**src/include/timer2_defines.svh**
```systemverilog
`ifndef TIMER2_DEFINES_SVH
`define TIMER2_DEFINES_SVH

// ---------------------------------------------------------------
// count layout
// ---------------------------------------------------------------
`define COUNT_WIDTH 16
`define HALF_WIDTH 8
`define COUNT_MAX 16'hffff
`define COUNT_RESET 16'h0000
`define RELOAD_RESET 16'h0000

// ---------------------------------------------------------------
// timing counts, in core_clk cycles
// ---------------------------------------------------------------
`define TIMER_DIV 12
`define FAST_DIV 2
`define PRESCALE_WIDTH 4

// ---------------------------------------------------------------
// pin reset levels
// ---------------------------------------------------------------
`define CLKOUT_RESET 1'b1
`define PIN_IDLE 1'b1

`endif

```
**src/include/timer2_pkg.sv**
```systemverilog
// ---------------------------------------------------------------
// shared types
// ---------------------------------------------------------------
`default_nettype none
package timer2_pkg;

  typedef struct packed {
    logic rx_clock_select;
    logic tx_clock_select;
    logic capture_reload_select;
    logic counter_select;
    logic run_control;
    logic external_event_enable;
    logic direction_enable;
    logic clock_out_enable;
  } ctrl_t;

  typedef struct packed {
    logic count_we;
    logic reload_we;
    logic [15:0] data;
  } sw_write_t;

  typedef struct packed {
    logic overflow_clear;
    logic external_clear;
  } flag_clear_t;

  typedef enum logic [2:0] {
    MODE_CAPTURE,
    MODE_RELOAD,
    MODE_UPDOWN,
    MODE_BAUD
  } mode_t;

endpackage : timer2_pkg

`default_nettype wire

```
**src/logic/pin_sync.sv**
```systemverilog
`timescale 1ns/1ns
`default_nettype none
`include "timer2_defines.svh"

module pin_sync
(
  input wire logic core_clk,
  input wire logic rst,
  input wire logic pin,
  output logic level,
  output logic fall
);

  // ---------------------------------------------------------------
  // three-stage sampler, change taken once stages two and three agree
  // ---------------------------------------------------------------
  logic s1;
  logic s2;
  logic s3;
  logic next_level;
  logic next_fall;

  always_comb
  begin
    next_level = level;
    next_fall = 1'b0;
    if (s2 == s3)
    begin
      next_level = s3;
      next_fall = level & ~s3;
    end
  end

  always_ff @(posedge core_clk)
  begin
    if (rst)
    begin
      s1 <= `PIN_IDLE;
      s2 <= `PIN_IDLE;
      s3 <= `PIN_IDLE;
      level <= `PIN_IDLE;
      fall <= 1'b0;
    end
    else
    begin
      s1 <= pin;
      s2 <= s1;
      s3 <= s2;
      level <= next_level;
      fall <= next_fall;
    end
  end

endmodule : pin_sync

`default_nettype wire

```
**src/logic/timer2_updown_clockout.sv**
```systemverilog
`timescale 1ns/1ns
`default_nettype none
`include "timer2_defines.svh"

// Behaviour
// the 16-bit count is a low byte cascaded into a high byte.
// counter select picks the clock divided by 12 or the external count pin.
// the count advances only while run control is set.
// capture, auto-reload and baud modes follow the clock selects and capture/reload select.
// with direction enable set, auto-reload counts up or down by the direction pin.
// counting up, passing ffff sets the overflow flag, requests interrupt and loads the reload; the code loads 0000 in capture mode.
// counting down, reaching the reload value sets the overflow flag and loads ffff.
// in up/down mode the external flag toggles on each wrap and raises no interrupt.
// in clock-out mode the count advances at half the clock rate and reloads on overflow.
// clock-out drives a 50% square wave of clock over 4 times (65536 minus reload).
// clock-out overflows never request an interrupt.
// software sets clock-out enable, clears counter select, loads reload, count, then runs.
// baud generation and clock-out may run together on the same reload pair.
// overflow flag is set only with both serial clock selects clear and only software clears it.
// with external enable and no baud use, a direction pin fall captures or reloads and sets the external flag; the code also ignores it in up/down mode.
// counter operation counts falling edges of the count pin; clock-out needs counter select clear.
// external pins are synchronised and edges found from successive samples.

module timer2_updown_clockout
(
  input wire logic core_clk,
  input wire logic rst,
  input wire timer2_pkg::ctrl_t ctrl,
  input wire timer2_pkg::sw_write_t sw_write,
  input wire timer2_pkg::flag_clear_t flag_clear,
  input wire logic count_input_pin_in,
  output logic count_input_pin_out,
  output logic count_input_pin_oe,
  input wire logic direction_capture_pin_in,
  output logic [15:0] count,
  output logic [15:0] reload,
  output logic overflow_flag,
  output logic external_flag,
  output logic interrupt_request,
  output logic baud_tick
);

  // ---------------------------------------------------------------
  // pin synchronisers
  // ---------------------------------------------------------------
  logic cnt_level;
  logic cnt_fall;
  logic dir_level;
  logic dir_fall;

  pin_sync u_cnt_sync
  (
    .core_clk(core_clk),
    .rst(rst),
    .pin(count_input_pin_in),
    .level(cnt_level),
    .fall(cnt_fall)
  );

  pin_sync u_dir_sync
  (
    .core_clk(core_clk),
    .rst(rst),
    .pin(direction_capture_pin_in),
    .level(dir_level),
    .fall(dir_fall)
  );

  // ---------------------------------------------------------------
  // mode decode
  // ---------------------------------------------------------------
  timer2_pkg::mode_t mode;
  logic clkout_mode;
  logic fast_rate;

  assign mode = (ctrl.rx_clock_select | ctrl.tx_clock_select) ? timer2_pkg::MODE_BAUD
    : ctrl.capture_reload_select ? timer2_pkg::MODE_CAPTURE
    : ctrl.direction_enable ? timer2_pkg::MODE_UPDOWN
    : timer2_pkg::MODE_RELOAD;

  // clock-out only with internal clocking
  assign clkout_mode = ctrl.clock_out_enable & ~ctrl.counter_select;
  assign fast_rate = clkout_mode | (mode == timer2_pkg::MODE_BAUD);
  assign count_input_pin_oe = clkout_mode;

  // ---------------------------------------------------------------
  // count tick generation
  // ---------------------------------------------------------------
  logic [`PRESCALE_WIDTH-1:0] presc;
  logic half;
  logic [`PRESCALE_WIDTH-1:0] next_presc;
  logic next_half;
  logic tick;

  always_comb
  begin
    next_presc = presc;
    next_half = half;
    tick = 1'b0;
    if (ctrl.run_control)
    begin
      if (fast_rate)
      begin
        next_half = ~half;
        tick = half;
      end
      else if (ctrl.counter_select)
      begin
        tick = cnt_fall;
      end
      else
      begin
        tick = (presc == `PRESCALE_WIDTH'(`TIMER_DIV - 1));
        next_presc = tick ? '0 : presc + `PRESCALE_WIDTH'(1);
      end
    end
  end

  always_ff @(posedge core_clk)
  begin
    if (rst)
    begin
      presc <= '0;
      half <= 1'b0;
    end
    else
    begin
      presc <= next_presc;
      half <= next_half;
    end
  end

  // ---------------------------------------------------------------
  // count, reload, flags and clock-out pin
  // ---------------------------------------------------------------
  logic counting_up;
  logic wrap;
  logic ext_event;
  logic [7:0] low_plus;
  logic carry;
  logic [15:0] next_count;
  logic [15:0] next_reload;
  logic next_overflow;
  logic next_external;
  logic next_pin_out;
  logic next_baud_tick;

  assign counting_up = (mode != timer2_pkg::MODE_UPDOWN) | dir_level;
  assign wrap = tick & (counting_up ? (count == `COUNT_MAX) : (count == reload));
  assign ext_event = ctrl.external_event_enable & dir_fall
    & (mode != timer2_pkg::MODE_BAUD) & (mode != timer2_pkg::MODE_UPDOWN);
  assign low_plus = count[7:0] + 8'h01;
  assign carry = (count[7:0] == 8'hff);

  always_comb
  begin
    next_count = count;
    next_reload = reload;
    next_overflow = overflow_flag;
    next_external = external_flag;
    next_pin_out = count_input_pin_out;
    next_baud_tick = 1'b0;
    if (flag_clear.overflow_clear)
    begin
      next_overflow = 1'b0;
    end
    if (flag_clear.external_clear)
    begin
      next_external = 1'b0;
    end
    if (wrap)
    begin
      if (!counting_up)
      begin
        next_count = `COUNT_MAX;
      end
      else if (mode == timer2_pkg::MODE_CAPTURE)
      begin
        next_count = `COUNT_RESET;
      end
      else
      begin
        next_count = reload;
      end
      if (mode == timer2_pkg::MODE_BAUD)
      begin
        next_baud_tick = 1'b1;
      end
      else if (!clkout_mode)
      begin
        next_overflow = 1'b1;
      end
      if (mode == timer2_pkg::MODE_UPDOWN)
      begin
        next_external = ~next_external;
      end
      if (clkout_mode)
      begin
        next_pin_out = ~count_input_pin_out;
      end
    end
    else if (tick)
    begin
      if (counting_up)
      begin
        next_count = {count[15:8] + {7'h00, carry}, low_plus};
      end
      else
      begin
        next_count = count - 16'h0001;
      end
    end
    if (ext_event)
    begin
      next_external = 1'b1;
      if (mode == timer2_pkg::MODE_CAPTURE)
      begin
        next_reload = count;
      end
      else
      begin
        next_count = reload;
      end
    end
    if (sw_write.count_we)
    begin
      next_count = sw_write.data;
    end
    if (sw_write.reload_we)
    begin
      next_reload = sw_write.data;
    end
    if (!clkout_mode)
    begin
      next_pin_out = `CLKOUT_RESET;
    end
  end

  always_ff @(posedge core_clk)
  begin
    if (rst)
    begin
      count <= `COUNT_RESET;
      reload <= `RELOAD_RESET;
      overflow_flag <= 1'b0;
      external_flag <= 1'b0;
      count_input_pin_out <= `CLKOUT_RESET;
      baud_tick <= 1'b0;
    end
    else
    begin
      count <= next_count;
      reload <= next_reload;
      overflow_flag <= next_overflow;
      external_flag <= next_external;
      count_input_pin_out <= next_pin_out;
      baud_tick <= next_baud_tick;
    end
  end

  // external flag interrupts only while direction enable is clear
  assign interrupt_request = overflow_flag
    | (external_flag & ~ctrl.direction_enable);

  logic quiet;
  assign quiet = ~sw_write.count_we & ~ext_event;
endmodule : timer2_updown_clockout

`default_nettype wire

```
**config.mk**
```make
export PLATFORM = sky130hd
export DESIGN_NAME = timer2_updown_clockout
export DESIGN_NICKNAME = d
export VERILOG_FILES = /design/src/include/timer2_pkg.sv /design/src/logic/pin_sync.sv /design/src/logic/timer2_updown_clockout.sv
export VERILOG_INCLUDE_DIRS = /design/src /design/src/include
export SDC_FILE = /design/constraint.sdc
export NUM_CORES = 1
export LEC_CHECK = 0
export BUFFER_PORTS_ARGS = -buffer_cell sky130_fd_sc_hd__buf_2
export CAP_MARGIN = 40
export CORE_MARGIN = 2
export CORE_UTILIZATION = 50
export CTS_CLUSTER_SIZE = 20
export DETAILED_ROUTE_END_ITERATION = 6
export GPL_ROUTABILITY_DRIVEN = 0
export PLACE_DENSITY = 0.78
export SETUP_SLACK_MARGIN = 0.5
export SLEW_MARGIN = 20
export SYNTH_ARGS = -nofsm -noshare
export SYNTH_HDL_FRONTEND = slang
export SYNTH_SLANG_ARGS = --single-unit
```
**constraint.sdc**
```tcl
create_clock -name core_clk -period 7 [get_ports core_clk]
set_input_delay 0.35 -clock core_clk [delete_from_list [all_inputs] [get_ports core_clk]]
set_output_delay 0.35 -clock core_clk [all_outputs]
set_load 0.01 [all_outputs]
```
==> flow_summary.yaml <==
status:
  status: "complete, no violations"
worst_setup_path:
  r2r-end: "count[9]"
  crit_start: "u_dir_sync.level"
  worstSetupStartpointType: "register"
  crit_type: "reg -> reg"
  cpMaxStageDelayCell: "dfxtp_1"
  worst-path-max-fanout: 20
  worstPathRequired_ns: 7.23
  reg2reg_slack_ns: 3.28
  r2r_start: "u_dir_sync.level"
  cp.buffers_inverters: 2
  critical_path.endpoint_type: "register"
  r2r_cells: 9
  crit_top_cell: "nand2_1"
  path_cells: "inv_2 > nand2_1 > a311oi_1 > or4b_4 > nor4b_4 > buf_4 > mux2i_1 > nand2_1 > a221oi_1"
  critPathMaxStageDelay_ns: 0.70
  crit_arrival_ns: 3.95
  crit_family: "simple AND/OR/NAND/NOR gates"
synthesis:
  synth-xor-area-share: 0.0585
  ys_ff_latch: 51
  synth_mux_area_frac: 0.0669
  synth_top_family_by_area: "simple AND/OR/NAND/NOR gates"
  syn_inst: 473
  ys.flop_type: "dfxtp_1"
  syn_nets: 510
  synth_edf_count: 0
  ys_seq_area_frac: 0.284
  yosys_warnings: 0
  synth-simple-area-share: 0.269
  synth-compound-area-share: 0.240
  syn-cell-area_um2: 3590
  ys_types: 59
  synth_adder_area_share: 0.0174
  async_flop_share: 0
  synth.avg_cell_area_um2: 7.60
global_route:
  grt_pass1_vias: 3505
  antenna_found_initial: 0
  track_usage: 0.265
  grt_overflow_total: 0
  grt_pass1_wl_um: 16600
  grt_max_degree: 35
timing:
  hold_viol: 0
  setup_tns_ns: 0
  fin_skew_ns: 0.00731
  tightestPinTransition_ns: 0.639
  min_period_ns: 3.72
  fmax_mhz: 268
  rsz0062_at_grt: "no"
  finalSetupViolations: 0
  min_period_over_period: 0.532
  worst_slack_ns: 3.28
  slew_viol_final: 0
  slew-limit-headroom: 0.571
hold_path:
  min-delay-start: "direction_capture_pin_in"
  min_to: "u_dir_sync.s1"
  hp-class: "in -> reg"
  hold_depth: 2
route:
  wl_per_cell_um: 16.2
  avgViaCountPerCell: 6.09
  ant_nets: 0
  dr.pass1.iters: 5
  vias: 3722
  drt_wl_total_um: 9880
  drtIter0Drc: 318
  route.detailed.drc: 0
cells_and_area:
  area_growth_pct: 12.7
  layout_commonest_cell: "buf_2"
  n_fill_cell: 654
  final_cell_mix: "buf_2 (69), nor2_1 (62), dfxtp_1 (51)"
  largestRegisters: "count: 16 flops, reload: 16 flops, presc: 4 flops"
  diodes: 0
  drive_gt1_frac: 0.206
  nNetsFinal: 551
power:
  power.density_nw_per_um2: 160
  p_leak_nw: 1.64
  ir_drop_v: 0.0000969
clock_tree:
  clkLatencyLatePin_ns: 0.32
  cts_made_buffers: 5
  cts.repair.resized: 0
  cts_tree: "done"
  clk_pin_slew_ns: 0.10
  cts_hold_buffers: 0
  htree_levels: 2
  clk_path_buf_depth: 2
  post-cts-setup-buffer-count: 0
  cts.sink_count: 51
  clockRootBuffer: "clkbuf_8"
placed_design:
  place_ws_ns: 3.15
  hpwlAfterDp_um: 6980
  numPortBuffers: 69
run:
  max-cap-violations: 0
floorplan:
  ioPinCount: 70
  die_y_um: 88.8
  rows: 30
  die-area_um2: 7880
  core_um2: 6870
  start_util: 0.523
  die_w_um: 88.8
==> worst max-delay path by stage <==
stage,endpoint,depth (start not counted)
2_1_floorplan,count[6],11
3_3_place_gp,count[9],10
3_5_place_dp,count[9],10
4_1_cts,count[9],9
5_1_grt,count[9],9
6_report,count[9],9
==> area by class of cell <==
type                            instances  area, µm²  area share
Clock buffer                            5       68.8      0.0170
Clock inverter                          3       26.3     0.00649
Inverter                               13       48.8      0.0120
Multi-Input combinational cell        368       2350       0.580
Sequential cell                        51       1020       0.252
Tap cell                               96        120      0.0297
Timing Repair Buffer                   75        418       0.103
==> worst register-to-register path: cells and delay by family (launching register included) <==
kind	cells	cell delay, ns
muxes	1	0.22
DFF	1	0.70
AOI/OAI and AO/OA	2	0.45
and+or+nand+nor	4	1.64
buffers and inverters	2	0.61
==> logic make-up after synthesis <==
family,Yosys count
xor+xnor,24
buf+inv,54
flops,51
simple gates,190
compound gates,125
fa+ha+maj,5
mux,24
==> layer usage <==
metal / up-vias / wire length, µm / track usage
li1: 1795 / - / -
met1: 1763 / 4310 / 0.358
met4: 0 / 206 / 0.106
met2: 143 / 4700 / 0.417
met5: - / 0 / 0
met3: 21 / 660 / 0.0476
==> power by group <==
part           total, mW  leakage (nW)  internal [mW]  switching, mW
Clock              0.186        0.0491         0.0738          0.112
Combinational      0.123          1.17         0.0563         0.0669
Sequential         0.339         0.420          0.305         0.0334
==> synthesized netlist by cell type, types with 3 or more instances <==
library cell | number | area [µm²]
xnor2_1 | 17 | 149
a32oi_1 | 3 | 26.3
o31ai_1 | 4 | 30.0
o21ai_1 | 6 | 30.0
nor4_1 | 4 | 25.0
dfxtp_1 | 51 | 1020
buf_1 | 6 | 22.5
or3_1 | 3 | 18.8
a311oi_1 | 4 | 35.0
inv_1 | 12 | 45.0
a21oi_1 | 49 | 245
and4_1 | 3 | 26.3
mux2i_1 | 24 | 240
ha_1 | 5 | 62.6
nor2_1 | 62 | 233
clkbuf_1 | 30 | 113
nor3_1 | 19 | 95.1
o21ai_0 | 8 | 40.0
xor2_1 | 7 | 61.3
nor2b_1 | 5 | 31.3
and3_1 | 5 | 31.3
nand3b_1 | 3 | 22.5
o211ai_2 | 3 | 37.5
or2_2 | 10 | 62.6
o211ai_1 | 5 | 37.5
o21bai_1 | 3 | 22.5
nand4_1 | 11 | 68.8
nand2_1 | 38 | 143
a221oi_2 | 4 | 60.1
a211oi_1 | 19 | 143
nand3_1 | 10 | 50.1
or4_1 | 3 | 22.5
==> through the flow <==
step	cells	power [mW]	area [µm²]	util	hold slack [ns]
finish	611	0.648	4050	0.590	0.203
global route	611	0.681	4050	0.590	0.202
CTS	611	0.651	4050	0.590	0.195
detailed placement	603	0.467	3960	0.576	0.396
global placement	601	0.459	3910	0.570	0.392
floorplan	473	0.420	3590	-	0.389
Note: power is estimated with default switching activity, not from simulation.
